File: config.mk
export PLATFORM = sky130hd
export DESIGN_NAME = ubie_core
export DESIGN_NICKNAME = d
export VERILOG_FILES = /design/src/core/ubie_pkg.sv /design/src/core/ubie_core.sv
export VERILOG_INCLUDE_DIRS = /design/src /design/src/core
export SDC_FILE = /design/constraint.sdc
export NUM_CORES = 2
export LEC_CHECK = 0
export BUFFER_PORTS_ARGS = -buffer_cell sky130_fd_sc_hd__clkbuf_2
export CAP_MARGIN = 20
export CORE_ASPECT_RATIO = 0.9
export CORE_UTILIZATION = 45
export CTS_CLUSTER_SIZE = 12
export DETAILED_ROUTE_END_ITERATION = 10
export PLACE_DENSITY = 0.66
export SETUP_SLACK_MARGIN = 0.2
export SYNTH_ARGS = -nofsm -noshare
export SYNTH_HDL_FRONTEND = slang
export SYNTH_SLANG_ARGS = --single-unit
File: constraint.sdc
create_clock -name mclk_in -period 6.2 [get_ports mclk_in]
set_clock_uncertainty 0.15 [all_clocks]
set_input_delay 0.31 -clock mclk_in [delete_from_list [all_inputs] [get_ports mclk_in]]
set_output_delay 0.31 -clock mclk_in [all_outputs]
set_load 0.01 [all_outputs]
File: src/core/ubie_map.svh
// Purpose: constants for the bulk/interrupt endpoint engine
// Assumes: included by its bare name
// Notes:   definitions only
`ifndef UBIE_MAP_SVH
`define UBIE_MAP_SVH
`define UBIE_DEPTH     64
`define UBIE_CNT_W     16
`define UBIE_FLAG_RST  1'b0
`define UBIE_BANK_RST  1'b0
`define UBIE_PID_ACK   4'h2
`define UBIE_PID_NAK   4'ha
`define UBIE_PID_DATA0 4'h3
`define UBIE_PID_DATA1 4'hb
`endif

File: src/core/ubie_pkg.sv
// Purpose: types for the bulk/interrupt endpoint engine
// Assumes: constants come from ubie_map.svh
// Notes:   nothing is imported by users
package ubie_pkg;
	typedef enum logic [1:0] {
		ST_IDLE = 2'b00,
		ST_RX   = 2'b01,
		ST_TX   = 2'b11,
		ST_WACK = 2'b10
	} ubie_state_t;

	typedef struct packed {
		logic       valid;
		logic [3:0] pid;
	} ubie_hs_t;

	typedef struct packed {
		logic rx0;
		logic rx1;
		logic tx_packet_ready;
		logic txdone;
	} ubie_flags_t;
endpackage

File: src/core/ubie_core.sv
// Purpose: one bulk/interrupt endpoint, standard or ping-pong, IN or OUT
// Assumes: link side is packet logic on mclk_in; firmware side is strobes
// Notes:   status outputs lag the internal state by one cycle
`timescale 1ns/1ps
`include "ubie_map.svh"

// Function
// - bulk and interrupt handled identically
// - valid OUT sets bank-zero flag
// - byte count loaded, zero for ZLP
// - standard OUT NAKs while flag set
// - overflow bytes dropped, count includes them
// - ping-pong OUT flags alternate per packet
// - clearing flag switches firmware bank
// - ping-pong NAK only when both banks full
// - transmit-ready sends stored data next IN
// - ready with empty FIFO sends ZLP
// - IN NAKed until transmit-ready set
// - clearing ready cancels and empties FIFO only while idle with no IN token
// - acknowledged IN sets transmit-complete
// - retries handled without firmware
// - ping-pong ready switches firmware bank
// - per-bank NAK and per-bank completion
// - data read advances pointer, count untouched
module ubie_core #(
	parameter int DEPTH = `UBIE_DEPTH,
	parameter int CW    = `UBIE_CNT_W
) (
	input  wire logic                  mclk_in,
	input  wire logic                  sys_rst_in,
	input  wire logic                  ep_en_in,
	input  wire logic                  dir_in_in,
	input  wire logic                  ping_pong_in,
	input  wire logic                  fw_wr_in,
	input  wire logic [7:0]            fw_wdata_in,
	input  wire logic                  fw_rd_in,
	input  wire logic                  fw_clr_rx0_in,
	input  wire logic                  fw_clr_rx1_in,
	input  wire logic                  fw_set_tx_packet_ready_in,
	input  wire logic                  fw_clr_tx_packet_ready_in,
	input  wire logic                  fw_clr_txdone_in,
	output logic      [7:0]            fw_rdata_out,
	output ubie_pkg::ubie_flags_t      flags_out,
	output logic      [CW-1:0]         byte_cnt_out,
	input  wire logic                  out_tok_in,
	input  wire logic                  in_tok_in,
	input  wire logic                  rx_vld_in,
	input  wire logic [7:0]            rx_byte_in,
	input  wire logic                  rx_end_in,
	input  wire logic                  rx_crc_ok_in,
	input  wire logic                  host_ack_in,
	input  wire logic                  host_tmo_in,
	input  wire logic                  tx_ready_in,
	output ubie_pkg::ubie_hs_t         hs_out,
	output logic                       tx_vld_out,
	output logic      [7:0]            tx_data_out,
	output logic                       tx_eop_out
);
	localparam int AW = $clog2(DEPTH);
	localparam logic [AW:0] FULL = (AW+1)'(DEPTH);

	ubie_pkg::ubie_state_t st_ff;
	logic [7:0]         mem [0:2*DEPTH-1];
	logic [1:0]         busy_ff;
	logic [1:0]         tx_rdy_ff;
	logic [1:0]         tx_done_ff;
	logic [1:0][CW-1:0] cnt_ff;
	logic [1:0][AW:0]   tx_len_ff;
	logic [CW-1:0]      run_ff;
	logic [AW:0]        fw_ptr_ff;
	logic [AW:0]        tx_idx_ff;
	logic               fw_bank_ff;
	logic               usb_bank_ff;
	logic               rx_bank_ff;
	logic               tog_ff;
	logic               pick_bank;
	logic               pick_ok;
	logic               out_go;
	logic               in_go;
	logic               rx_ok;
	logic               tx_ack;
	logic               cancel;

	// bulk and interrupt share every path below; type is never consulted
	// same handling
	assign out_go = (st_ff == ubie_pkg::ST_IDLE) && out_tok_in && ep_en_in && !dir_in_in;
	assign in_go  = (st_ff == ubie_pkg::ST_IDLE) && in_tok_in && ep_en_in && dir_in_in;
	assign rx_ok  = (st_ff == ubie_pkg::ST_RX) && rx_end_in && rx_crc_ok_in;
	assign tx_ack = (st_ff == ubie_pkg::ST_WACK) && host_ack_in;
	// a packet in flight is not cancelled under the link's feet
	assign cancel = fw_clr_tx_packet_ready_in && dir_in_in && (st_ff == ubie_pkg::ST_IDLE) && !in_tok_in;

	always_comb begin
		pick_bank = usb_bank_ff;
		pick_ok   = !busy_ff[usb_bank_ff];
		if (!ping_pong_in) begin
			pick_bank = 1'b0;
			pick_ok   = !busy_ff[0];
		end else if (busy_ff[usb_bank_ff] && !busy_ff[!usb_bank_ff]) begin
			pick_bank = !usb_bank_ff;
			pick_ok   = 1'b1;
		end
	end

	always_ff @(posedge mclk_in) begin
		if (sys_rst_in) begin
			st_ff       <= ubie_pkg::ST_IDLE;
			usb_bank_ff <= `UBIE_BANK_RST;
			rx_bank_ff  <= `UBIE_BANK_RST;
			tog_ff      <= 1'b0;
			run_ff      <= '0;
			tx_idx_ff   <= '0;
		end else begin
			case (st_ff)
				ubie_pkg::ST_IDLE: begin
					if (out_go && pick_ok) begin
						st_ff      <= ubie_pkg::ST_RX;
						rx_bank_ff <= pick_bank;
						run_ff     <= '0;
					end else if (in_go && tx_rdy_ff[usb_bank_ff]) begin
						st_ff     <= ubie_pkg::ST_TX;
						tx_idx_ff <= '0;
					end
				end
				ubie_pkg::ST_RX: begin
					if (rx_vld_in)
						run_ff <= run_ff + CW'(1);
					if (rx_end_in) begin
						st_ff <= ubie_pkg::ST_IDLE;
						if (rx_crc_ok_in) begin
							tog_ff <= !tog_ff;
							if (ping_pong_in)
								usb_bank_ff <= !rx_bank_ff;
						end
					end
				end
				ubie_pkg::ST_TX: begin
					if (tx_idx_ff == tx_len_ff[usb_bank_ff])
						st_ff <= ubie_pkg::ST_WACK;
					else if (tx_ready_in)
						tx_idx_ff <= tx_idx_ff + (AW+1)'(1);
				end
				ubie_pkg::ST_WACK: begin
					if (host_ack_in) begin
						st_ff  <= ubie_pkg::ST_IDLE;
						tog_ff <= !tog_ff;
						if (ping_pong_in)
							usb_bank_ff <= !usb_bank_ff;
					end else if (host_tmo_in) begin
						st_ff <= ubie_pkg::ST_IDLE;
					end
				end
				default: st_ff <= ubie_pkg::ST_IDLE;
			endcase
		end
	end

	always_ff @(posedge mclk_in) begin
		if (sys_rst_in) begin
			hs_out <= '0;
		end else begin
			hs_out <= '0;
			if (out_go && !pick_ok)
				hs_out <= '{valid: 1'b1, pid: `UBIE_PID_NAK};
			else if (in_go && !tx_rdy_ff[usb_bank_ff])
				hs_out <= '{valid: 1'b1, pid: `UBIE_PID_NAK};
			else if (in_go)
				hs_out <= '{valid: 1'b1, pid: tog_ff ? `UBIE_PID_DATA1 : `UBIE_PID_DATA0};
			else if (rx_ok)
				hs_out <= '{valid: 1'b1, pid: `UBIE_PID_ACK};
		end
	end

	// byte stream out; an empty bank gives just the eop
	always_ff @(posedge mclk_in) begin
		if (sys_rst_in) begin
			tx_vld_out  <= 1'b0;
			tx_data_out <= 8'h00;
			tx_eop_out  <= 1'b0;
		end else begin
			tx_vld_out <= 1'b0;
			tx_eop_out <= 1'b0;
			if (st_ff == ubie_pkg::ST_TX) begin
				if (tx_idx_ff == tx_len_ff[usb_bank_ff]) begin
					tx_eop_out <= 1'b1;
				end else if (tx_ready_in) begin
					tx_vld_out  <= 1'b1;
					tx_data_out <= mem[{usb_bank_ff, tx_idx_ff[AW-1:0]}];
				end
			end
		end
	end

	// overflow not stored; fw writes limited to capacity
	always_ff @(posedge mclk_in) begin
		if (st_ff == ubie_pkg::ST_RX && rx_vld_in && run_ff < CW'(DEPTH))
			mem[{rx_bank_ff, run_ff[AW-1:0]}] <= rx_byte_in;
		else if (fw_wr_in && dir_in_in && fw_ptr_ff < FULL)
			mem[{fw_bank_ff, fw_ptr_ff[AW-1:0]}] <= fw_wdata_in;
	end

	// receive flags; the set wins over a clear
	always_ff @(posedge mclk_in) begin
		if (sys_rst_in) begin
			busy_ff <= {2{`UBIE_FLAG_RST}};
		end else begin
			busy_ff <= busy_ff & ~{fw_clr_rx1_in, fw_clr_rx0_in};
			if (rx_ok)
				busy_ff[rx_bank_ff] <= 1'b1;
		end
	end

	always_ff @(posedge mclk_in) begin
		if (sys_rst_in)
			cnt_ff <= '0;
		else if (rx_ok)
			cnt_ff[rx_bank_ff] <= run_ff;
	end

	// completion per bank; set wins over clear
	always_ff @(posedge mclk_in) begin
		if (sys_rst_in) begin
			tx_done_ff <= {2{`UBIE_FLAG_RST}};
		end else begin
			if (fw_clr_txdone_in)
				tx_done_ff <= 2'b00;
			if (tx_ack)
				tx_done_ff[usb_bank_ff] <= 1'b1;
		end
	end

	always_ff @(posedge mclk_in) begin
		if (sys_rst_in) begin
			tx_rdy_ff <= {2{`UBIE_FLAG_RST}};
			tx_len_ff <= '0;
		end else begin
			if (tx_ack)
				tx_rdy_ff[usb_bank_ff] <= 1'b0;
			if (cancel)
				tx_rdy_ff <= 2'b00;
			else if (fw_set_tx_packet_ready_in && dir_in_in) begin
				tx_rdy_ff[fw_bank_ff] <= 1'b1;
				tx_len_ff[fw_bank_ff] <= fw_ptr_ff;
			end
		end
	end

	// firmware-side bank and pointer
	always_ff @(posedge mclk_in) begin
		if (sys_rst_in) begin
			fw_bank_ff   <= `UBIE_BANK_RST;
			fw_ptr_ff    <= '0;
			fw_rdata_out <= 8'h00;
		end else if (!dir_in_in) begin
			if (fw_rd_in) begin
				fw_rdata_out <= mem[{fw_bank_ff, fw_ptr_ff[AW-1:0]}];
				if (fw_ptr_ff < FULL)
					fw_ptr_ff <= fw_ptr_ff + (AW+1)'(1);
			end
			if ((fw_clr_rx0_in && !fw_bank_ff) || (fw_clr_rx1_in && fw_bank_ff)) begin
				fw_ptr_ff <= '0;
				if (ping_pong_in)
					fw_bank_ff <= !fw_bank_ff;
			end
		end else begin
			if (cancel) begin
				fw_ptr_ff <= '0;
			end else if (fw_set_tx_packet_ready_in) begin
				fw_ptr_ff <= '0;
				if (ping_pong_in)
					fw_bank_ff <= !fw_bank_ff;
			end else if (fw_wr_in && fw_ptr_ff < FULL) begin
				fw_ptr_ff <= fw_ptr_ff + (AW+1)'(1);
			end
		end
	end

	// registered status view; flags cover both banks, byte count is from the selected firmware bank
	always_ff @(posedge mclk_in) begin
		if (sys_rst_in) begin
			flags_out    <= '0;
			byte_cnt_out <= '0;
		end else begin
			flags_out.rx0    <= busy_ff[0];
			flags_out.rx1    <= busy_ff[1];
			flags_out.tx_packet_ready  <= |tx_rdy_ff;
			flags_out.txdone <= |tx_done_ff;
			byte_cnt_out     <= dir_in_in ? CW'(fw_ptr_ff) : cnt_ff[fw_bank_ff];
		end
	end
endmodule // ubie_core

[After elaboration in Yosys (flattened, before gate mapping)]
Memories as Yosys holds them, arrays and structs flattened. A register that Yosys moved wholly into a read port is not among the register bits.
Cells that the tools add are included.
Word-level totals
  output and inout port bits: 43
  RAM bits: 1024
  flip-flop bits (word level): 115
  memories kept: 1
  word-level logic and storage cells: 223
  bits of input ports: 36
Cells by class
  reductions and logical operators: 66
  $add $sub $neg: 3
  equality and inequality tests: 21
  bitwise gates (word level): 11
  muxes and demuxes: 86
  $lt $le $gt $ge: 9
Memories
  mem: depth 128, bits a word 8, read ports 2, clocked after Yosys merged registers in 2, wr ports 1, RTL line ubie_core.sv:63  | logic [7:0] mem [0:2*DEPTH-1];
Operators by type and width (number)
  2-to-1 mux 7 bit: 16
  2-to-1 mux 16 bit: 5
  2-to-1 mux 1 bit: 34
  bitwise mux 32 bit: 1
  case mux 16 bit (2 select lines): 1
  logical AND 1 bit: 28
  2-to-1 mux 2 bit: 13
  2-to-1 mux 5 bit: 4
  inequality test 2 bit (second input constant): 10
  adder 16 x 1 -> 16 bit (second input constant): 1
  demux 16 bit (select 1 bit): 1
  less-than comparator 16 x 7 -> 1 bit (second input constant): 1
  adder 7 x 1 -> 7 bit (second input constant): 2
  bitwise mux 14 bit: 1
  case mux 7 bit (2 select lines): 1
  AND reduction 3 bit: 4
  logical NOT 1 bit: 11
  OR reduction 2 bit: 5
  less-than comparator 1 x 2 -> 1 bit (second input constant): 4
  2-to-1 mux 8 bit: 1
  inequality test 2 x 1 -> 1 bit (second input constant): 4
  case mux 2 bit (4 select lines): 1
  AND reduction 4 bit: 2
  nonzero test 2 bit: 4
  24 further kinds: 41

[Logic depth before layout (Yosys ltp)]
  word-level depth: 10
  gate-level depth with buffers: 11
  depth with buffers taken out: 6

[Least setup slack after synthesis]
OpenSTA, ideal clock, no wires.
  path type: register -> register
  start point: reg st_ff[1]
  end point: mem mem[0][0], data pin
  cell stages (with the launch flop): 9
  slack: 2.417 ns
  clock period less this slack: 3.783 ns
  arrival: 3.121 ns
  path buffers: 3
  cell sequence: dfxtp_1 > buf_2 > and3b_1 > and4_1 > buf_2 > nor2_1 > buf_2 > nand2_1 > nand2_1
On the way
  longest elaborated chain between the ends: 7
RTL lines
  start, declared: RTL line ubie_core.sv:62  | ubie_pkg::ubie_state_t st_ff;
  start signal, assigned: RTL line ubie_core.sv:107  | st_ff <= ubie_pkg::ST_IDLE;
  start signal, assigned: RTL line ubie_core.sv:117  | st_ff <= ubie_pkg::ST_RX;
  start signal, assigned: RTL line ubie_core.sv:121  | st_ff <= ubie_pkg::ST_TX;
  == test 2 x 1 -> 1 bit: RTL line ubie_core.sv:196  | if (st_ff == ubie_pkg::ST_RX && rx_vld_in && run_ff < CW'(DEPTH))
  logical AND 1 bit (2 in series): RTL line ubie_core.sv:196
  2-to-1 mux 1 bit: RTL line ubie_core.sv:196
  2-to-1 mux 1 bit (implied by the code): RTL line ubie_core.sv:199  | mem[{fw_bank_ff, fw_ptr_ff[AW-1:0]}] <= fw_wdata_in;
  OR reduction 8 bit (no line)
  2-to-1 mux 8 bit (no line)
  end, declared: RTL line ubie_core.sv:63
No other way between the ends.

[Worst setup path in the final report]
  start point: reg run_ff[11]
  end point: mem mem[68][3] (enable)
On the way
  longest elaborated chain between the ends: 6
  elaborated cells between the ends (all ways): 9
RTL lines
  start, declared: RTL line ubie_core.sv:69  | logic [CW-1:0] run_ff;
  start signal, assigned: RTL line ubie_core.sv:127  | run_ff <= run_ff + CW'(1);
  less-than comparator 16 x 7 -> 1 bit *: RTL line ubie_core.sv:196
  logical AND 1 bit *: RTL line ubie_core.sv:196
  2-to-1 mux 1 bit: RTL line ubie_core.sv:196
  2-to-1 mux 1 bit (implied by the code): RTL line ubie_core.sv:199
  OR reduction 8 bit (no line)
  2-to-1 mux 7 bit (no line) / 2-to-1 mux 1 bit (equally long branches)
Mark *: on every way between the ends. The rest lies on a longest branch, timed or not.

==> summary.txt <==
Critical path
  • Slowest stage delay, CP: 900 ps
  • Critical Path Source Type: register
  • Peak fanout along the critical path: 22
  • CP max-delay cell: nand2_1
  • CP Class: reg2reg
  • Worst EP arrival: 4980 ps
  • WP data required: 6390 ps
  • CP cell instances: nor4_1 > nand4_1 > nand2_1 > mux2i_1 > nand2b_2 > nor2_1
  • CP endpoint kind: register

Synth
  • Syn_nets: 3252
  • Top cells by area, synth: edfxtp_1 57%, mux4_2 19%, dfxtp_1 4.8%
  • Share of the synthesized area in the top cell type: 0.5688
  • Post-synthesis sequential area ratio: 0.6165
  • Number of synthesized register bits: around 1200
  • Async set-reset flop share out of synthesis: 0
  • Count of cell types in the netlist: 69
  • Post-synth EDFFs: 1024
  • Ys Warns: 0
  • Synthesized cell area: 54060 um^2
  • Avg Inst Size Synth: between 15 and 20 um^2
  • Synth Instances: between 3000 and 4000
  • Leading area contributor after synthesis: edfxtp_1
  • Post-synth top flop: edfxtp_1

Routing
  • DRC Markers: 0
  • Final antenna-violating net count: 0
  • TritonRoute pass-1 iters: 8
  • Drt first-iter violations: around 5000
  • Routed vias: 32810
  • Wire length per cell: 33.07 um
  • Via density: 6.682
  • WL final: between 150 and 200 mm

Die
  • Core area: 119100 um^2
  • # rows: 120
  • Die X-Extent: 367.4 um
  • Starting Density: 0.4541
  • Die height: about 330 um
  • Die Area: around 120000 um^2
  • Ports: 79

STA
  • Final setup fails: 0
  • Setup TNS: 0 ps
  • Hold Slack: about 58 ps
  • Maximum clock rate: 208.5 MHz
  • Crit path time final: 4796 ps
  • Slew headroom: 0.1533
  • Fin. max-slew vios: 0
  • Endpoints failing hold: 0
  • Worst Tran Pin Value: 1270 ps
  • RSZ-0062 raised after global routing: no
  • Tcrit/Tclk final: 0.7736

Global routing
  • GRT Resource Usage Total: 0.2678
  • Largest net degree at the start of global routing: 129
  • Initial antenna violation count: 6
  • First-pass GRT wire length: 233.4 mm
  • Vias in the first global route: 31360
  • Overflow after GRT: 0

Power and ir drop
  • PwrDens: 268.6 nW/um^2
  • Static leakage: between 15 and 20 nW
  • VDD IR max: 226.4 uV
  • Pwr Total: about 16 mW

Layout
  • Storage element area: 33360 um^2
  • Commonest non-fill, non-tap cell in the layout: edfxtp_1
  • Area delta synth->final: 9.833%
  • Multi-input gate area: 19270 um^2
  • Nets: 3274
  • Layout cells sized above 1: 0.2447
  • Most frequent cells in the layout: 1024 x edfxtp_1, 468 x mux4_2, 234 x mux2i_1
  • Fillcell total: 9742

Clocking
  • Number of buffers created by CTS: about 110
  • CTS Hold Bufs: 20
  • Root Buffer: clkbuf_16
  • Setup bufs post-CTS: 0
  • CTS tree: built
  • Worst-Skew Late Latency: 740 ps
  • Clock Sinks: around 1200
  • Post-CTS resize count: 0
  • H-tree level count: 3
  • Max clock buf depth: 3
  • Clk slew on worst S/H paths: 60 ps

Placement
  • Final HPWL from detailed placement: 104.2 mm
  • Port Buffers: a little under 80
  • GP Congestion: approximately 0.93

Job
  • Max-cap viol count: 0

Run status
  • Outcome: complete, no violations

Hold path
  • Hold crit path type: in2reg
==> kinds of logic (layout without fill, tap and decap cells) <==
family                   count (synthesis)  in the layout  share of synthesized area
AO/OA/AOI/OAI                          405            405                    0.05138
XOR/XNOR                                22             22                   0.003564
adder cells (fa/ha/maj)                  3              3                  0.0006944
buffers and inverters                  270            380                    0.02955
flip-flops                            1153           1153                     0.6165
multiplexers                           726            726                     0.2455
other                                    1              2                 0.00006936
AND/OR/NAND/NOR                        633            633                    0.05272
==> power by group <==
part | switching, mW | leakage (nW) | internal (mW)
Clock | 2.92 | 1.68 | 3.66
Combinational | 0.547 | 5.65 | 0.259
Sequential | 0.0328 | 10.3 | 8.53
==> layer usage <==
layer  GRT usage  vias up  share of wire
met2      0.3964     2326           0.45
met1      0.3796    16950           0.38
met5           0        -        0.00026
met3     0.08429      321           0.13
li1            -    13200              -
met4     0.08125        8          0.035
==> path summary, 6_finish.rpt <==
kind                from            to  slack, ps  cells past startpoint
min reg2reg   cnt_ff[22]    cnt_ff[22]        300                      2
min          tx_ready_in  tx_idx_ff[0]         60                      6
max           run_ff[11]    mem[68][3]       1400                      6
max reg2reg   run_ff[11]    mem[68][3]       1400                      6
==> per-stage QoR <==
stage | worst slack [ps] | utilization | cells | instance area (um^2)
final | 1404 | 0.4987 | 4910 | 59380
after floorplan | 2417 | - | 3213 | 54060
after CTS | 1534 | 0.4986 | 4908 | 59370
after global routing | 1192 | 0.4987 | 4909 | 59380
after global placement | 1637 | 0.4678 | 4683 | 55690
after detailed placement | 1488 | 0.4679 | 4684 | 55710
==> synthesized netlist by cell type, drive strengths merged, types with 20 or more instances <==
cell,instances
a211oi,32
nand3,38
nand2b,20
o21ai,25
nor2,226
edfxtp,1024
nor3,27
mux2i,234
a21oi,120
a31oi,27
clkbuf,95
nand2,205
nor2b,34
a22oi,72
mux4,476
dfxtp,129
buf,160
==> final cells by class <==
type	count	area share
Sequential cell	1153	0.5618
Multi-Input combinational cell	1790	0.3245
Clock buffer	180	0.05478
Antenna cell	1	0.00004214
Inverter	15	0.0009482
Tap cell	1586	0.03342
Clock inverter	24	0.003561
Timing Repair Buffer	161	0.02097
==> registers in the layout, summed over array words and instances, names as in the netlist, 3 cells and up <==
signal	cells
mem	1024
cnt_ff	32
byte_cnt_out	16
run_ff	16
tx_len_ff	14
fw_rdata_out	8
tx_data_out	8
fw_ptr_ff	7
tx_idx_ff	7
flags_out	4
hs_out	3
==> critical path: cells and delay by family (launching register included) <==
kind / cells / cell delay [ps]
flops: 1 / 380
mux: 1 / 370
simple gates: 5 / 3490
No activity file was read; power rests on OpenSTA's default activity.
